`config.mk`:
```
export PLATFORM = sky130hd
export DESIGN_NAME = uart_fifo_depth_irda_pinsel
export DESIGN_NICKNAME = d
export VERILOG_FILES = /design/src/rtl/uart_cfg_pkg.sv /design/src/rtl/irda_tx_enc.sv /design/src/rtl/irda_rx_dec.sv /design/src/rtl/uart_fifo_depth_irda_pinsel.sv
export VERILOG_INCLUDE_DIRS = /design/src /design/src/rtl
export SDC_FILE = /design/constraint.sdc
export NUM_CORES = 1
export LEC_CHECK = 0
export BUFFER_PORTS_ARGS = -buffer_cell sky130_fd_sc_hd__buf_2
export CAP_MARGIN = 20
export CORE_MARGIN = 3
export CORE_UTILIZATION = 45
export CTS_BUF_LIST = sky130_fd_sc_hd__clkbuf_4 sky130_fd_sc_hd__clkbuf_8 sky130_fd_sc_hd__clkbuf_16
export CTS_CLUSTER_SIZE = 8
export DETAILED_ROUTE_END_ITERATION = 7
export SYNTH_ARGS = -nofsm -noshare
export SYNTH_HDL_FRONTEND = slang
export SYNTH_SLANG_ARGS = --single-unit
```
`constraint.sdc`:
```
create_clock -name core_clk_i -period 3.7 [get_ports core_clk_i]
set_clock_uncertainty 0.05 [all_clocks]
set_input_delay 0 -clock core_clk_i [delete_from_list [all_inputs] [get_ports core_clk_i]]
set_output_delay 0 -clock core_clk_i [all_outputs]
set_load 0.05 [all_outputs]
```
`src/rtl/uart_cfg_map.svh`:
```
// Register offsets, field positions, reset values and timing counts
`ifndef UART_CFG_MAP_SVH
`define UART_CFG_MAP_SVH
// Byte offsets inside one channel window
`define UCFG_OFF_DATA 5'h00
`define UCFG_OFF_LINE 5'h04
`define UCFG_OFF_FIFO 5'h08
`define UCFG_OFF_MODEM 5'h0c
`define UCFG_OFF_ENH 5'h10
`define UCFG_OFF_DIV 5'h14
`define UCFG_OFF_STAT 5'h18
// Field positions
`define UCFG_LINE_DLAB 7
`define UCFG_FIFO_DEEP 5
`define UCFG_MODEM_IR 6
`define UCFG_ENH_EN 0
`define UCFG_STAT_RXV 0
`define UCFG_STAT_TXB 1
`define UCFG_STAT_PIN 2
`define UCFG_STAT_DEEP 3
// Reset values
`define UCFG_RST_BYTE 8'h00
`define UCFG_RST_DIV 16'h0001
// FIFO depths reported to software
`define UCFG_DEPTH_SHALLOW 8'h10
`define UCFG_DEPTH_DEEP 8'h80
// Oversampling: 16 ticks per bit, mid-bit sample, 3-tick pulse
`define UCFG_PHASE_LAST 4'hf
`define UCFG_PHASE_MID 4'h7
`define UCFG_IR_PULSE 4'h3
`define UCFG_FRAME_BITS 4'ha
`define UCFG_DATA_LAST 3'h7
`endif

```
`src/rtl/uart_cfg_pkg.sv`:
```
// Types shared by the channel configuration block
package uart_cfg_pkg;
  // Receiver states, Gray coded along the frame
  typedef enum logic [1:0] {
    RX_IDLE = 2'b00,
    RX_START = 2'b01,
    RX_DATA = 2'b11,
    RX_STOP = 2'b10
  } rx_state_e;
  // Bus data word
  typedef logic [31:0] word_t;
endpackage : uart_cfg_pkg

```
`src/rtl/irda_tx_enc.sv`:
```
// Transmit pin driver: plain serial or infrared pulse encoding
`timescale 1ns/100ps
`include "uart_cfg_map.svh"
module irda_tx_enc (
  input wire logic core_clk_i,
  input wire logic rst_i,
  input wire logic nrz_i,
  input wire logic ir_en_i,
  input wire logic [3:0] phase_i,
  output logic pin_o
);
  logic pulse; // Short high pulse for a zero bit
  logic pin_d;
  logic pin_q;

  // Zero bits become a pulse in the first ticks of the bit
  assign pulse = ~nrz_i & (phase_i < `UCFG_IR_PULSE);
  // Infrared only when selected, else plain level
  assign pin_d = ir_en_i ? pulse : nrz_i;

  // Pin register, idle high in serial mode
  always_ff @(posedge core_clk_i) begin
    if (rst_i) begin
      pin_q <= 1'b1;
    end else begin
      pin_q <= pin_d;
    end
  end

  assign pin_o = pin_q;
endmodule : irda_tx_enc

```
`src/rtl/irda_rx_dec.sv`:
```
// Receive pin decoder: infrared pulses back to serial levels
`timescale 1ns/100ps
`include "uart_cfg_map.svh"
module irda_rx_dec (
  input wire logic core_clk_i,
  input wire logic rst_i,
  input wire logic tick_i,
  input wire logic ir_en_i,
  input wire logic rx_i,
  output logic nrz_o
);
  logic [3:0] hold_q; // Ticks left of a decoded zero bit
  logic [3:0] hold_d;
  logic nrz_d;
  logic nrz_q;
  logic holding;

  assign holding = (hold_q != 4'h0);
  // A pulse restarts one bit time of low output
  assign hold_d = (ir_en_i & rx_i) ? `UCFG_PHASE_LAST :
                  (tick_i & holding) ? hold_q - 4'h1 : hold_q;
  // Decoded level in infrared mode, raw level otherwise
  assign nrz_d = ir_en_i ? ~(rx_i | holding) : rx_i;

  // Hold counter and output level
  always_ff @(posedge core_clk_i) begin
    if (rst_i) begin
      hold_q <= 4'h0;
      nrz_q <= 1'b1;
    end else begin
      hold_q <= hold_d;
      nrz_q <= nrz_d;
    end
  end

  assign nrz_o = nrz_q;
endmodule : irda_rx_dec

```
`src/rtl/uart_fifo_depth_irda_pinsel.sv`:
```
// Per-channel depth selection, infrared switching and APB registers
//
// Function
// - Select pin low gives 16-entry FIFOs
// - Select pin high gives 128-entry FIFOs
// - Deep bit written with divisor latch sets 128
// - Enhanced mode forces 128-entry FIFOs
// - Software reads present select pin level
// - Infrared mode encodes the transmit pin
// - Infrared mode decodes the receive pin
`timescale 1ns/100ps
`include "uart_cfg_map.svh"
module uart_fifo_depth_irda_pinsel #(
  parameter int NUM_CH = 2
) (
  input wire logic core_clk_i,
  input wire logic rst_i,
  input wire logic psel_i,
  input wire logic penable_i,
  input wire logic pwrite_i,
  input wire logic [7:0] paddr_i,
  input wire uart_cfg_pkg::word_t pwdata_i,
  output uart_cfg_pkg::word_t prdata_o,
  output logic pready_o,
  output logic pslverr_o,
  input wire logic fifo_depth_select_pin_i,
  input wire logic [NUM_CH-1:0] serial_rx_pin_i,
  output logic [NUM_CH-1:0] serial_tx_pin_o,
  output logic [NUM_CH-1:0] fifo_deep_o
);
  import uart_cfg_pkg::*;

  // Channel count must fit the two channel-select address bits
  if (NUM_CH < 1 || NUM_CH > 4) begin : g_bad_ch
    $error("NUM_CH must lie between 1 and 4");
  end

  // Depth value shown in the status word
  function automatic logic [7:0] depth_of(input logic deep);
    depth_of = deep ? `UCFG_DEPTH_DEEP : `UCFG_DEPTH_SHALLOW;
  endfunction : depth_of

  // Offset known to the channel window
  function automatic logic off_known(input logic [4:0] off);
    off_known = (off == `UCFG_OFF_DATA) || (off == `UCFG_OFF_LINE) ||
                (off == `UCFG_OFF_FIFO) || (off == `UCFG_OFF_MODEM) ||
                (off == `UCFG_OFF_ENH) || (off == `UCFG_OFF_DIV) ||
                (off == `UCFG_OFF_STAT);
  endfunction : off_known

  // Bus decode
  logic [1:0] ch_idx; // Channel window
  logic [4:0] off; // Offset in window
  logic mapped; // Address hits a register
  logic acc_wait; // Access phase, answer not yet given
  logic acc_done; // Completing edge of an access
  logic wr_en; // Write takes effect now
  logic rd_done; // Read completes now
  word_t rd_word; // Read data for current address
  word_t ch_rd [4]; // Read word of each window
  logic ready_q;
  word_t rdata_q;
  logic slverr_q;

  assign ch_idx = paddr_i[6:5];
  assign off = paddr_i[4:0];
  assign mapped = ~paddr_i[7] & (32'(ch_idx) < NUM_CH) & off_known(off);
  assign acc_wait = psel_i & penable_i & ~ready_q;
  assign acc_done = psel_i & penable_i & ready_q;
  assign wr_en = acc_done & pwrite_i & mapped;
  assign rd_done = acc_done & ~pwrite_i & mapped;
  assign rd_word = mapped ? ch_rd[ch_idx] : '0;

  // One wait state, then answer with data or error
  always_ff @(posedge core_clk_i) begin
    if (rst_i) begin
      ready_q <= 1'b0;
      rdata_q <= '0;
      slverr_q <= 1'b0;
    end else begin
      ready_q <= acc_wait;
      // Data and error stand only in the ready cycle
      rdata_q <= '0;
      slverr_q <= 1'b0;
      if (acc_wait) begin
        rdata_q <= pwrite_i ? '0 : rd_word;
        slverr_q <= ~mapped;
      end
    end
  end

  assign pready_o = ready_q;
  assign prdata_o = rdata_q;
  assign pslverr_o = slverr_q;

  // Select pin synchroniser; stage one feeds stage two only
  logic pin_s1_q;
  logic pin_s2_q;
  always_ff @(posedge core_clk_i) begin
    if (rst_i) begin
      pin_s1_q <= 1'b0;
      pin_s2_q <= 1'b0;
    end else begin
      pin_s1_q <= fifo_depth_select_pin_i;
      pin_s2_q <= pin_s1_q;
    end
  end

  // Per-channel state
  logic [7:0] line_control_reg_q [NUM_CH]; // Line control
  logic [7:0] modem_control_reg_q [NUM_CH]; // Modem control
  logic fifo_control_deep_q [NUM_CH]; // Deep bit of FIFO control
  logic enh_q [NUM_CH]; // Enhanced mode
  logic [15:0] div_q [NUM_CH]; // Tick divisor
  logic [15:0] div_cnt_q [NUM_CH]; // Tick counter
  logic deep_q [NUM_CH]; // Resulting deep FIFO flag
  logic [9:0] tx_sh_q [NUM_CH]; // Transmit frame shifter
  logic [3:0] tx_left_q [NUM_CH]; // Bits left to send
  logic [3:0] tx_ph_q [NUM_CH]; // Tick within bit
  rx_state_e rx_st_q [NUM_CH]; // Receiver state
  logic [3:0] rx_ph_q [NUM_CH]; // Receiver tick within bit
  logic [2:0] rx_cnt_q [NUM_CH]; // Data bit index
  logic [7:0] rx_sh_q [NUM_CH]; // Receive shifter
  logic [7:0] rx_data_q [NUM_CH]; // Last received byte
  logic rx_valid_q [NUM_CH]; // Unread byte waiting
  logic rx_s1_q [NUM_CH]; // Receive pin stage one
  logic rx_s2_q [NUM_CH]; // Receive pin stage two

  for (genvar i = 0; i < 4; i++) begin : g_ch
    if (i < NUM_CH) begin : g_on
      logic wr_ch; // Write to this window
      logic rd_ch; // Read completes in this window
      logic tick; // 16x bit-rate tick
      logic [15:0] div_eff; // Divisor, zero taken as one
      logic ir_en; // Infrared selected
      logic tx_busy; // Frame in progress
      logic tx_start; // Accepted transmit write
      logic tx_nrz; // Plain serial transmit level
      logic rx_nrz; // Plain serial receive level
      logic rx_set; // Byte received
      logic rx_clr; // Byte read by software

      assign wr_ch = wr_en & (ch_idx == 2'(i));
      assign rd_ch = rd_done & (ch_idx == 2'(i));
      assign div_eff = (div_q[i] == 16'h0) ? 16'h1 : div_q[i];
      assign tick = (div_cnt_q[i] == 16'h0);
      assign ir_en = enh_q[i] & modem_control_reg_q[i][`UCFG_MODEM_IR];
      assign tx_busy = (tx_left_q[i] != 4'h0);
      assign tx_start = wr_ch & (off == `UCFG_OFF_DATA) & ~tx_busy;
      assign tx_nrz = tx_busy ? tx_sh_q[i][0] : 1'b1;
      assign rx_clr = rd_ch & (off == `UCFG_OFF_DATA);

      // Read words of this window
      assign ch_rd[i] =
        (off == `UCFG_OFF_DATA) ? {24'h0, rx_data_q[i]} :
        (off == `UCFG_OFF_LINE) ? {24'h0, line_control_reg_q[i]} :
        (off == `UCFG_OFF_FIFO) ?
          {26'h0, fifo_control_deep_q[i], 5'h0} :
        (off == `UCFG_OFF_MODEM) ? {24'h0, modem_control_reg_q[i]} :
        (off == `UCFG_OFF_ENH) ? {31'h0, enh_q[i]} :
        (off == `UCFG_OFF_DIV) ? {16'h0, div_q[i]} :
        {16'h0, depth_of(deep_q[i]), 4'h0, deep_q[i], pin_s2_q,
         tx_busy, rx_valid_q[i]};

      // Control registers written by software
      always_ff @(posedge core_clk_i) begin
        if (rst_i) begin
          line_control_reg_q[i] <= `UCFG_RST_BYTE;
          modem_control_reg_q[i] <= `UCFG_RST_BYTE;
          fifo_control_deep_q[i] <= 1'b0;
          enh_q[i] <= 1'b0;
          div_q[i] <= `UCFG_RST_DIV;
        end else if (wr_ch) begin
          if (off == `UCFG_OFF_LINE) begin
            line_control_reg_q[i] <= pwdata_i[7:0];
          end
          if (off == `UCFG_OFF_MODEM) begin
            modem_control_reg_q[i] <= pwdata_i[7:0];
          end
          // Deep bit counts only with divisor latch bit set
          if ((off == `UCFG_OFF_FIFO) &&
              line_control_reg_q[i][`UCFG_LINE_DLAB]) begin
            fifo_control_deep_q[i] <= pwdata_i[`UCFG_FIFO_DEEP];
          end
          if (off == `UCFG_OFF_ENH) begin
            enh_q[i] <= pwdata_i[`UCFG_ENH_EN];
          end
          if (off == `UCFG_OFF_DIV) begin
            div_q[i] <= pwdata_i[15:0];
          end
        end
      end

      // Depth: pin level, deep bit or enhanced mode
      always_ff @(posedge core_clk_i) begin
        if (rst_i) begin
          deep_q[i] <= 1'b0;
        end else begin
          deep_q[i] <= pin_s2_q |
                       fifo_control_deep_q[i] |
                       enh_q[i];
        end
      end

      // Tick divider
      always_ff @(posedge core_clk_i) begin
        if (rst_i) begin
          div_cnt_q[i] <= 16'h0;
        end else begin
          div_cnt_q[i] <= tick ? div_eff - 16'h1 : div_cnt_q[i] - 16'h1;
        end
      end

      // Transmitter: start, eight data bits LSB first, stop
      always_ff @(posedge core_clk_i) begin
        if (rst_i) begin
          tx_sh_q[i] <= 10'h3ff;
          tx_left_q[i] <= 4'h0;
          tx_ph_q[i] <= 4'h0;
        end else if (tx_start) begin
          tx_sh_q[i] <= {1'b1, pwdata_i[7:0], 1'b0};
          tx_left_q[i] <= `UCFG_FRAME_BITS;
          tx_ph_q[i] <= 4'h0;
        end else if (tick & tx_busy) begin
          tx_ph_q[i] <= tx_ph_q[i] + 4'h1;
          if (tx_ph_q[i] == `UCFG_PHASE_LAST) begin
            tx_sh_q[i] <= {1'b1, tx_sh_q[i][9:1]};
            tx_left_q[i] <= tx_left_q[i] - 4'h1;
          end
        end
      end

      // Transmit pin, plain or infrared
      irda_tx_enc u_enc (
        .core_clk_i(core_clk_i),
        .rst_i(rst_i),
        .nrz_i(tx_nrz),
        .ir_en_i(ir_en),
        .phase_i(tx_ph_q[i]),
        .pin_o(serial_tx_pin_o[i])
      );

      // Receive pin synchroniser
      always_ff @(posedge core_clk_i) begin
        if (rst_i) begin
          rx_s1_q[i] <= 1'b1;
          rx_s2_q[i] <= 1'b1;
        end else begin
          rx_s1_q[i] <= serial_rx_pin_i[i];
          rx_s2_q[i] <= rx_s1_q[i];
        end
      end

      // Receive pin, plain or infrared
      irda_rx_dec u_dec (
        .core_clk_i(core_clk_i),
        .rst_i(rst_i),
        .tick_i(tick),
        .ir_en_i(ir_en),
        .rx_i(rx_s2_q[i]),
        .nrz_o(rx_nrz)
      );

      assign rx_set = tick & (rx_st_q[i] == RX_STOP) &
                      (rx_ph_q[i] == `UCFG_PHASE_LAST) & rx_nrz;

      // Receiver: mid-bit sampling of a plain serial frame
      always_ff @(posedge core_clk_i) begin
        if (rst_i) begin
          rx_st_q[i] <= RX_IDLE;
          rx_ph_q[i] <= 4'h0;
          rx_cnt_q[i] <= 3'h0;
          rx_sh_q[i] <= 8'h0;
        end else if (tick) begin
          rx_ph_q[i] <= rx_ph_q[i] + 4'h1;
          case (rx_st_q[i])
            RX_IDLE: begin
              rx_ph_q[i] <= 4'h0;
              // Falling edge opens a frame
              if (!rx_nrz) begin
                rx_st_q[i] <= RX_START;
              end
            end
            RX_START: begin
              if (rx_ph_q[i] == `UCFG_PHASE_MID) begin
                // Glitch shorter than half a bit is dropped
                rx_st_q[i] <= rx_nrz ? RX_IDLE : RX_DATA;
                rx_ph_q[i] <= 4'h0;
                rx_cnt_q[i] <= 3'h0;
              end
            end
            RX_DATA: begin
              if (rx_ph_q[i] == `UCFG_PHASE_LAST) begin
                rx_sh_q[i] <= {rx_nrz, rx_sh_q[i][7:1]};
                rx_cnt_q[i] <= rx_cnt_q[i] + 3'h1;
                if (rx_cnt_q[i] == `UCFG_DATA_LAST) begin
                  rx_st_q[i] <= RX_STOP;
                end
              end
            end
            RX_STOP: begin
              // Bad stop bit discards the byte
              if (rx_ph_q[i] == `UCFG_PHASE_LAST) begin
                rx_st_q[i] <= RX_IDLE;
              end
            end
            default: begin
              rx_st_q[i] <= RX_IDLE;
            end
          endcase
        end
      end

      // Received byte and flag; a new byte beats a read clear
      always_ff @(posedge core_clk_i) begin
        if (rst_i) begin
          rx_data_q[i] <= 8'h0;
          rx_valid_q[i] <= 1'b0;
        end else if (rx_set) begin
          rx_data_q[i] <= rx_sh_q[i];
          rx_valid_q[i] <= 1'b1;
        end else if (rx_clr) begin
          rx_valid_q[i] <= 1'b0;
        end
      end

      assign fifo_deep_o[i] = deep_q[i];
    end else begin : g_off
      // Absent window reads zero
      assign ch_rd[i] = '0;
    end
  end
endmodule : uart_fifo_depth_irda_pinsel

```
== Word-level counts from Yosys, hierarchy flattened ==
Memory sizes are Yosys's and may differ from the RTL's.
Index checks and enable logic that the tools add are counted.
Word-level totals
  bits in writable memories: 192
  bits of input ports: 48
  output and inout port bits: 38
  memories kept: 18
  register bits after elaboration: 48
Memories
  div_cnt_q: words 2, width 16, rd ports 2, clocked after Yosys merged registers in 0, write ports 2, RTL line uart_fifo_depth_irda_pinsel.sv:115  | logic [15:0] div_cnt_q [NUM_CH];
  div_q: words 2, width 16, rd ports 2, clocked after Yosys merged registers in 0, write ports 2, RTL line uart_fifo_depth_irda_pinsel.sv:114  | logic [15:0] div_q [NUM_CH];
  tx_sh_q: words 2, width 9, rd ports 2, clocked after Yosys merged registers in 0, write ports 2, RTL line uart_fifo_depth_irda_pinsel.sv:117  | logic [9:0] tx_sh_q [NUM_CH];
  line_control_reg_q: words 2, width 8, rd ports 2, clocked after Yosys merged registers in 0, write ports 2, RTL line uart_fifo_depth_irda_pinsel.sv:110  | logic [7:0] line_control_reg_q [NUM_CH];
  modem_control_reg_q: words 2, width 8, rd ports 2, clocked after Yosys merged registers in 0, write ports 2, RTL line uart_fifo_depth_irda_pinsel.sv:111  | logic [7:0] modem_control_reg_q [NUM_CH];
  rx_data_q: words 2, width 8, rd ports 2, clocked after Yosys merged registers in 0, write ports 2, RTL line uart_fifo_depth_irda_pinsel.sv:124  | logic [7:0] rx_data_q [NUM_CH];
  +12 memories
Cells by class
  mux-type cells: 230
  order comparisons: 4
  $add $sub $neg: 14
  equality and inequality tests: 21
  bitwise operators: 109
  reduce and logical (&&, ||, !) cells: 24
Operators by type and width (number)
  16-bit two-way mux: 20
  1-bit two-way mux: 161
  8-bit two-way mux: 10
  4-bit two-way mux: 18
  32-bit binary-select mux with 2-bit select: 1
  16-bit zero test: 4
  32-bit two-way mux: 2
  16-bit by 1-bit subtractor with 16-bit output (second input constant): 4
  1-bit OR: 62
  9-bit two-way mux: 4
  1-bit AND: 35
  2-bit two-way mux: 10
  4-bit by 1-bit adder with 4-bit output (second input constant): 4
  4-bit == test (second input constant): 4
  4-bit nonzero test: 4
  4-bit by 1-bit subtractor with 4-bit output (second input constant): 4
  5-bit == test (second input constant): 3
  3-bit two-way mux: 4
  1-bit NOT: 11
  5-bit by 4-bit == test with 1-bit output (second input constant): 2
  2-bit == test (second input constant): 4
  4-bit by 3-bit == test with 1-bit output (second input constant): 2
  4-bit by 2-bit less-than comparator with 1-bit output (second input constant): 2
  3-bit by 1-bit adder with 3-bit output (second input constant): 2
  13 further kinds: 25

== Longest topological paths before layout ==
  word-level depth: 17
  gate-level depth with buffers: 14
  mapped depth without buffers: 12

== Hierarchy ==
A second synthesis with hierarchy kept.
Unflattened totals
  cell total of the unflattened synthesis: 1027
  area, all modules: 10908.0 sq um
By module, submodules not included
  uart_fifo_depth_irda_pinsel: times used 1, sequential area each 5785.5 sq um, area each 10322.4 sq um, cells each 963
  irda_rx_dec: times used 2, sequential area each 100.1 sq um, area each 240.2 sq um, cells each 27
  irda_tx_enc: times used 2, sequential area each 20.0 sq um, area each 52.6 sq um, cells each 5

== Worst setup path after synthesis ==
OpenSTA, ideal clock, no wires.
  path kind: register -> register
  start: mem div_cnt_q[1][2]
  end: mem div_cnt_q[1][14]
  buffers on the path: 2
  stages on the path, launching flop included: 15
  setup slack: 0.438 ns
  arrival time: 3.085 ns
  clock period less this slack: 3.262 ns
  cell sequence: dfxtp_1 -> or4_4 -> or4_4 -> or2_1 -> buf_6 -> clkbuf_1 -> nor2_1 -> nor2_1 -> ha_1 -> nor4b_1 -> and2_1 -> o311ai_1 -> a2111oi_0 -> xor2_1 -> nor2_1
RTL lines (RTL line)
  start: declaration: uart_fifo_depth_irda_pinsel.sv:115

==> flow_summary.toml <==
[global_routing]
grt_pass1_wl_mm = 43.8
grt_max_degree = 35
grt_usage_pct = 21.1
antenna_found_initial = 1
first_global_vias = 7799
grt-ovfl-total = 0

[cells_and_area]
area_growth_pct = 17.3
fillers = 2122
layout.cells.non_filler = 1468
fin_area_sq_um = 12700
drive_gt1_share_pct = 14.9
fin_util_pct = 53.9
antenna_cells = 0
nets = 1186

[yosys]
synth_area_sq_um = 10900
synth.most_common_cell = "edfxtp_1"
postSynthCellCount = 1035
synth_top_family_by_area = "simple AND/OR/NAND/NOR gates"
yosysTopAreaCell = "edfxtp_1"
syn_area_per_cell_sq_um = 10.5
yosys_warnings = 0
synth_cell_types = 75
synthTopCellsByArea = "edfxtp_1, dfxtp_1, nor2_1"
synth_top_area_share_pct = 42.6
synth_common_cells = "edfxtp_1, nor2_1, dfxtp_1"
yosys.area_share.xor_xnor_pct = 2.34
ys_async_sr_fraction_pct = 0
synthMuxAreaShare_pct = 2.42
synth-simple-area-share_pct = 21.1
synth_edf_count = 154
synthAdderAreaFrac_pct = 1.61
ys_ff_latch = 224
synth_compound_area_share_pct = 13.0
seq_area_frac_synth_pct = 55.5
synth_flop_cell = "edfxtp_1"

[floorplan]
chipHeight_microns = 161
ios = 86
die_area_sq_um = 26000
start_util_pct = 46.0
die_w_microns = 161
core_area_sq_um = 23600
row_count = 56

[timing]
rsz0062_at_grt = "false"
setup-violations-final = 0
period_needed_ps = 3240
min_period_over_period_pct = 87.6
setup-tns-final_ps = 0
fmax_mhz = 308
worst-slew-pin-transition_ps = 970
hold_viol = 0
layout_setup_ws_ps = 458
hold_ws_ps = 28.7
max_slew_margin_pct = 35.2
slew_viol_final = 0

[route]
firstDrtPassIters = 5
vias = 8302
wire_per_inst_microns = 18.9
initialDrtViolationCount = 770
ant_nets = 0
drc = 0
routed_wl_mm = 27.8
vias_per_cell = 5.66

[cts]
path_clk_slew_ps = 50
cts_max_level = 1
ctsLongestPathBuffers = 3
clockRootBuffer = "clkbuf_16"
clkLatencyLatePin_ps = 560
cts_tree = "built"
cts_buffers = 31
clock_sinks = 224

[hold_path]
min_path_type = "in -> reg"
worstHoldStart = "paddr_i[4]"

[setup_path]
cp-startpoint = "div_q[1][3]$_SDFFCE_PN0P_"
worstPathMaxFanout = 7
reg2reg_from = "div_q[1][3]$_SDFFCE_PN0P_"
path_class = "reg -> reg"
cp.arrival_ps = 3630
start_kind = "flip-flop"
endpoint_kind = "flip-flop"
crit_required_ps = 4080

[placement]
place_congestion = 0.893
port_buffers = 53
hpwl_mm = 19.5
dpl-instance-area_sq_um = 11500
dp_cells = 1382
place_worst_setup_slack_ps = 501

[flow_run]
max_cap_violations = 0

[status]
status = "completed"

[power_and_ir_drop]
ir_drop_uv = 355
p_leak_nw = 4.78
p_per_area_nw_per_um2 = 594
power.total_mw = 7.55
-- worst paths after layout --
check | end | slack [ps] | cells past startpoint
min reg2reg | rx_s2_q[1]$_DFF_P_ | 360 | 1
max reg2reg | div_cnt_q[1][14]$_SDFF_PP0_ | 460 | 12
min | prdata_o[1]$_SDFF_PP0_ | 30 | 3
max | div_cnt_q[1][14]$_SDFF_PP0_ | 460 | 12
-- cell families (layout without fill, tap and decap cells) --
kind of cell / after synthesis / count (layout)
AND/OR/NAND/NOR: 433 / 433
flip-flops: 224 / 224
AO/OA/AOI/OAI: 220 / 220
buffers and inverters: 90 / 189
XOR/XNOR: 29 / 29
multiplexers: 24 / 24
adder cells (fa/ha/maj): 14 / 14
other: 1 / 16
-- flip-flops by register name (all words and copies together), names as in the netlist, 4 cells and up --
register	cells
prdata_o	16
rx_sh_q	16
rx_ph_q	8
tx_sh_q	18
g_ch.g_on.u_dec.hold_q	8
modem_control_reg_q	16
rx_data_q	16
rx_st_q	4
tx_ph_q	8
tx_left_q	8
line_control_reg_q	16
rx_cnt_q	6
div_cnt_q	32
div_q	32
-- repair_timing --
item	CTS	global route
hold buffers	28	0
resized for setup	0	0
buffers inserted	0	0
endpoints found under the hold margin	123	0
-- power by group --
group,leakage (nW),internal [mW],total [mW],switching [mW]
Combinational,2.16,0.658,1.63,0.973
Sequential,2.10,2.90,3.11,0.204
Clock,0.511,1.76,2.82,1.05
Total,4.78,5.32,7.55,2.23
-- worst max-delay path: stages, from the launching register on --
cell	delay [ps]
edfxtp_1	480
nor3_1	120
and3_1	210
a21oi_1	130
nor2_1	70
nor2_1	100
ha_1	210
nor4b_1	460
and2_1	300
o311ai_1	210
a2111oi_0	540
xor2_1	190
nor2_1	50
-- cell usage in the layout, fill, tap and decap left out, types with 13 or more instances in the layout --
cell type,instances
inv_1,16
and3_1,46
or3_1,17
o21ai_0,46
ha_1,14
clkbuf_16,31
nor3_1,32
dlygate4sd3_1,28
nand3_1,22
nand2_1,59
edfxtp_1,154
nor2_1,117
a21oi_1,64
and2_1,59
nor4_1,17
mux2i_1,15
buf_2,53
dfxtp_1,70
o22a_1,15
xor2_1,16
xnor2_1,13
clkbuf_4,26
a31oi_1,13
conb_1,16
buf_4,33
-- cell type report --
class	instances	area [sq um]	area share, %
tap	319	399	3.14
multi-input combinational	736	4460	35.0
clock inverter	1	20.0	0.157
sequential	224	6030	47.3
inverter	17	63.8	0.501
timing repair buffer	114	793	6.23
clock buffer	57	971	7.63
-- routing by layer --
metal  global-route usage [%]  vias up  routed length [microns]
met5                        0        -                       11
met4                     6.26        2                      820
met3                     3.98       55                     1860
met2                     31.2      280                    12000
met1                     31.7     3977                    13100
li1                         -     3988                        -
No activity file was read; power rests on OpenSTA's default activity.
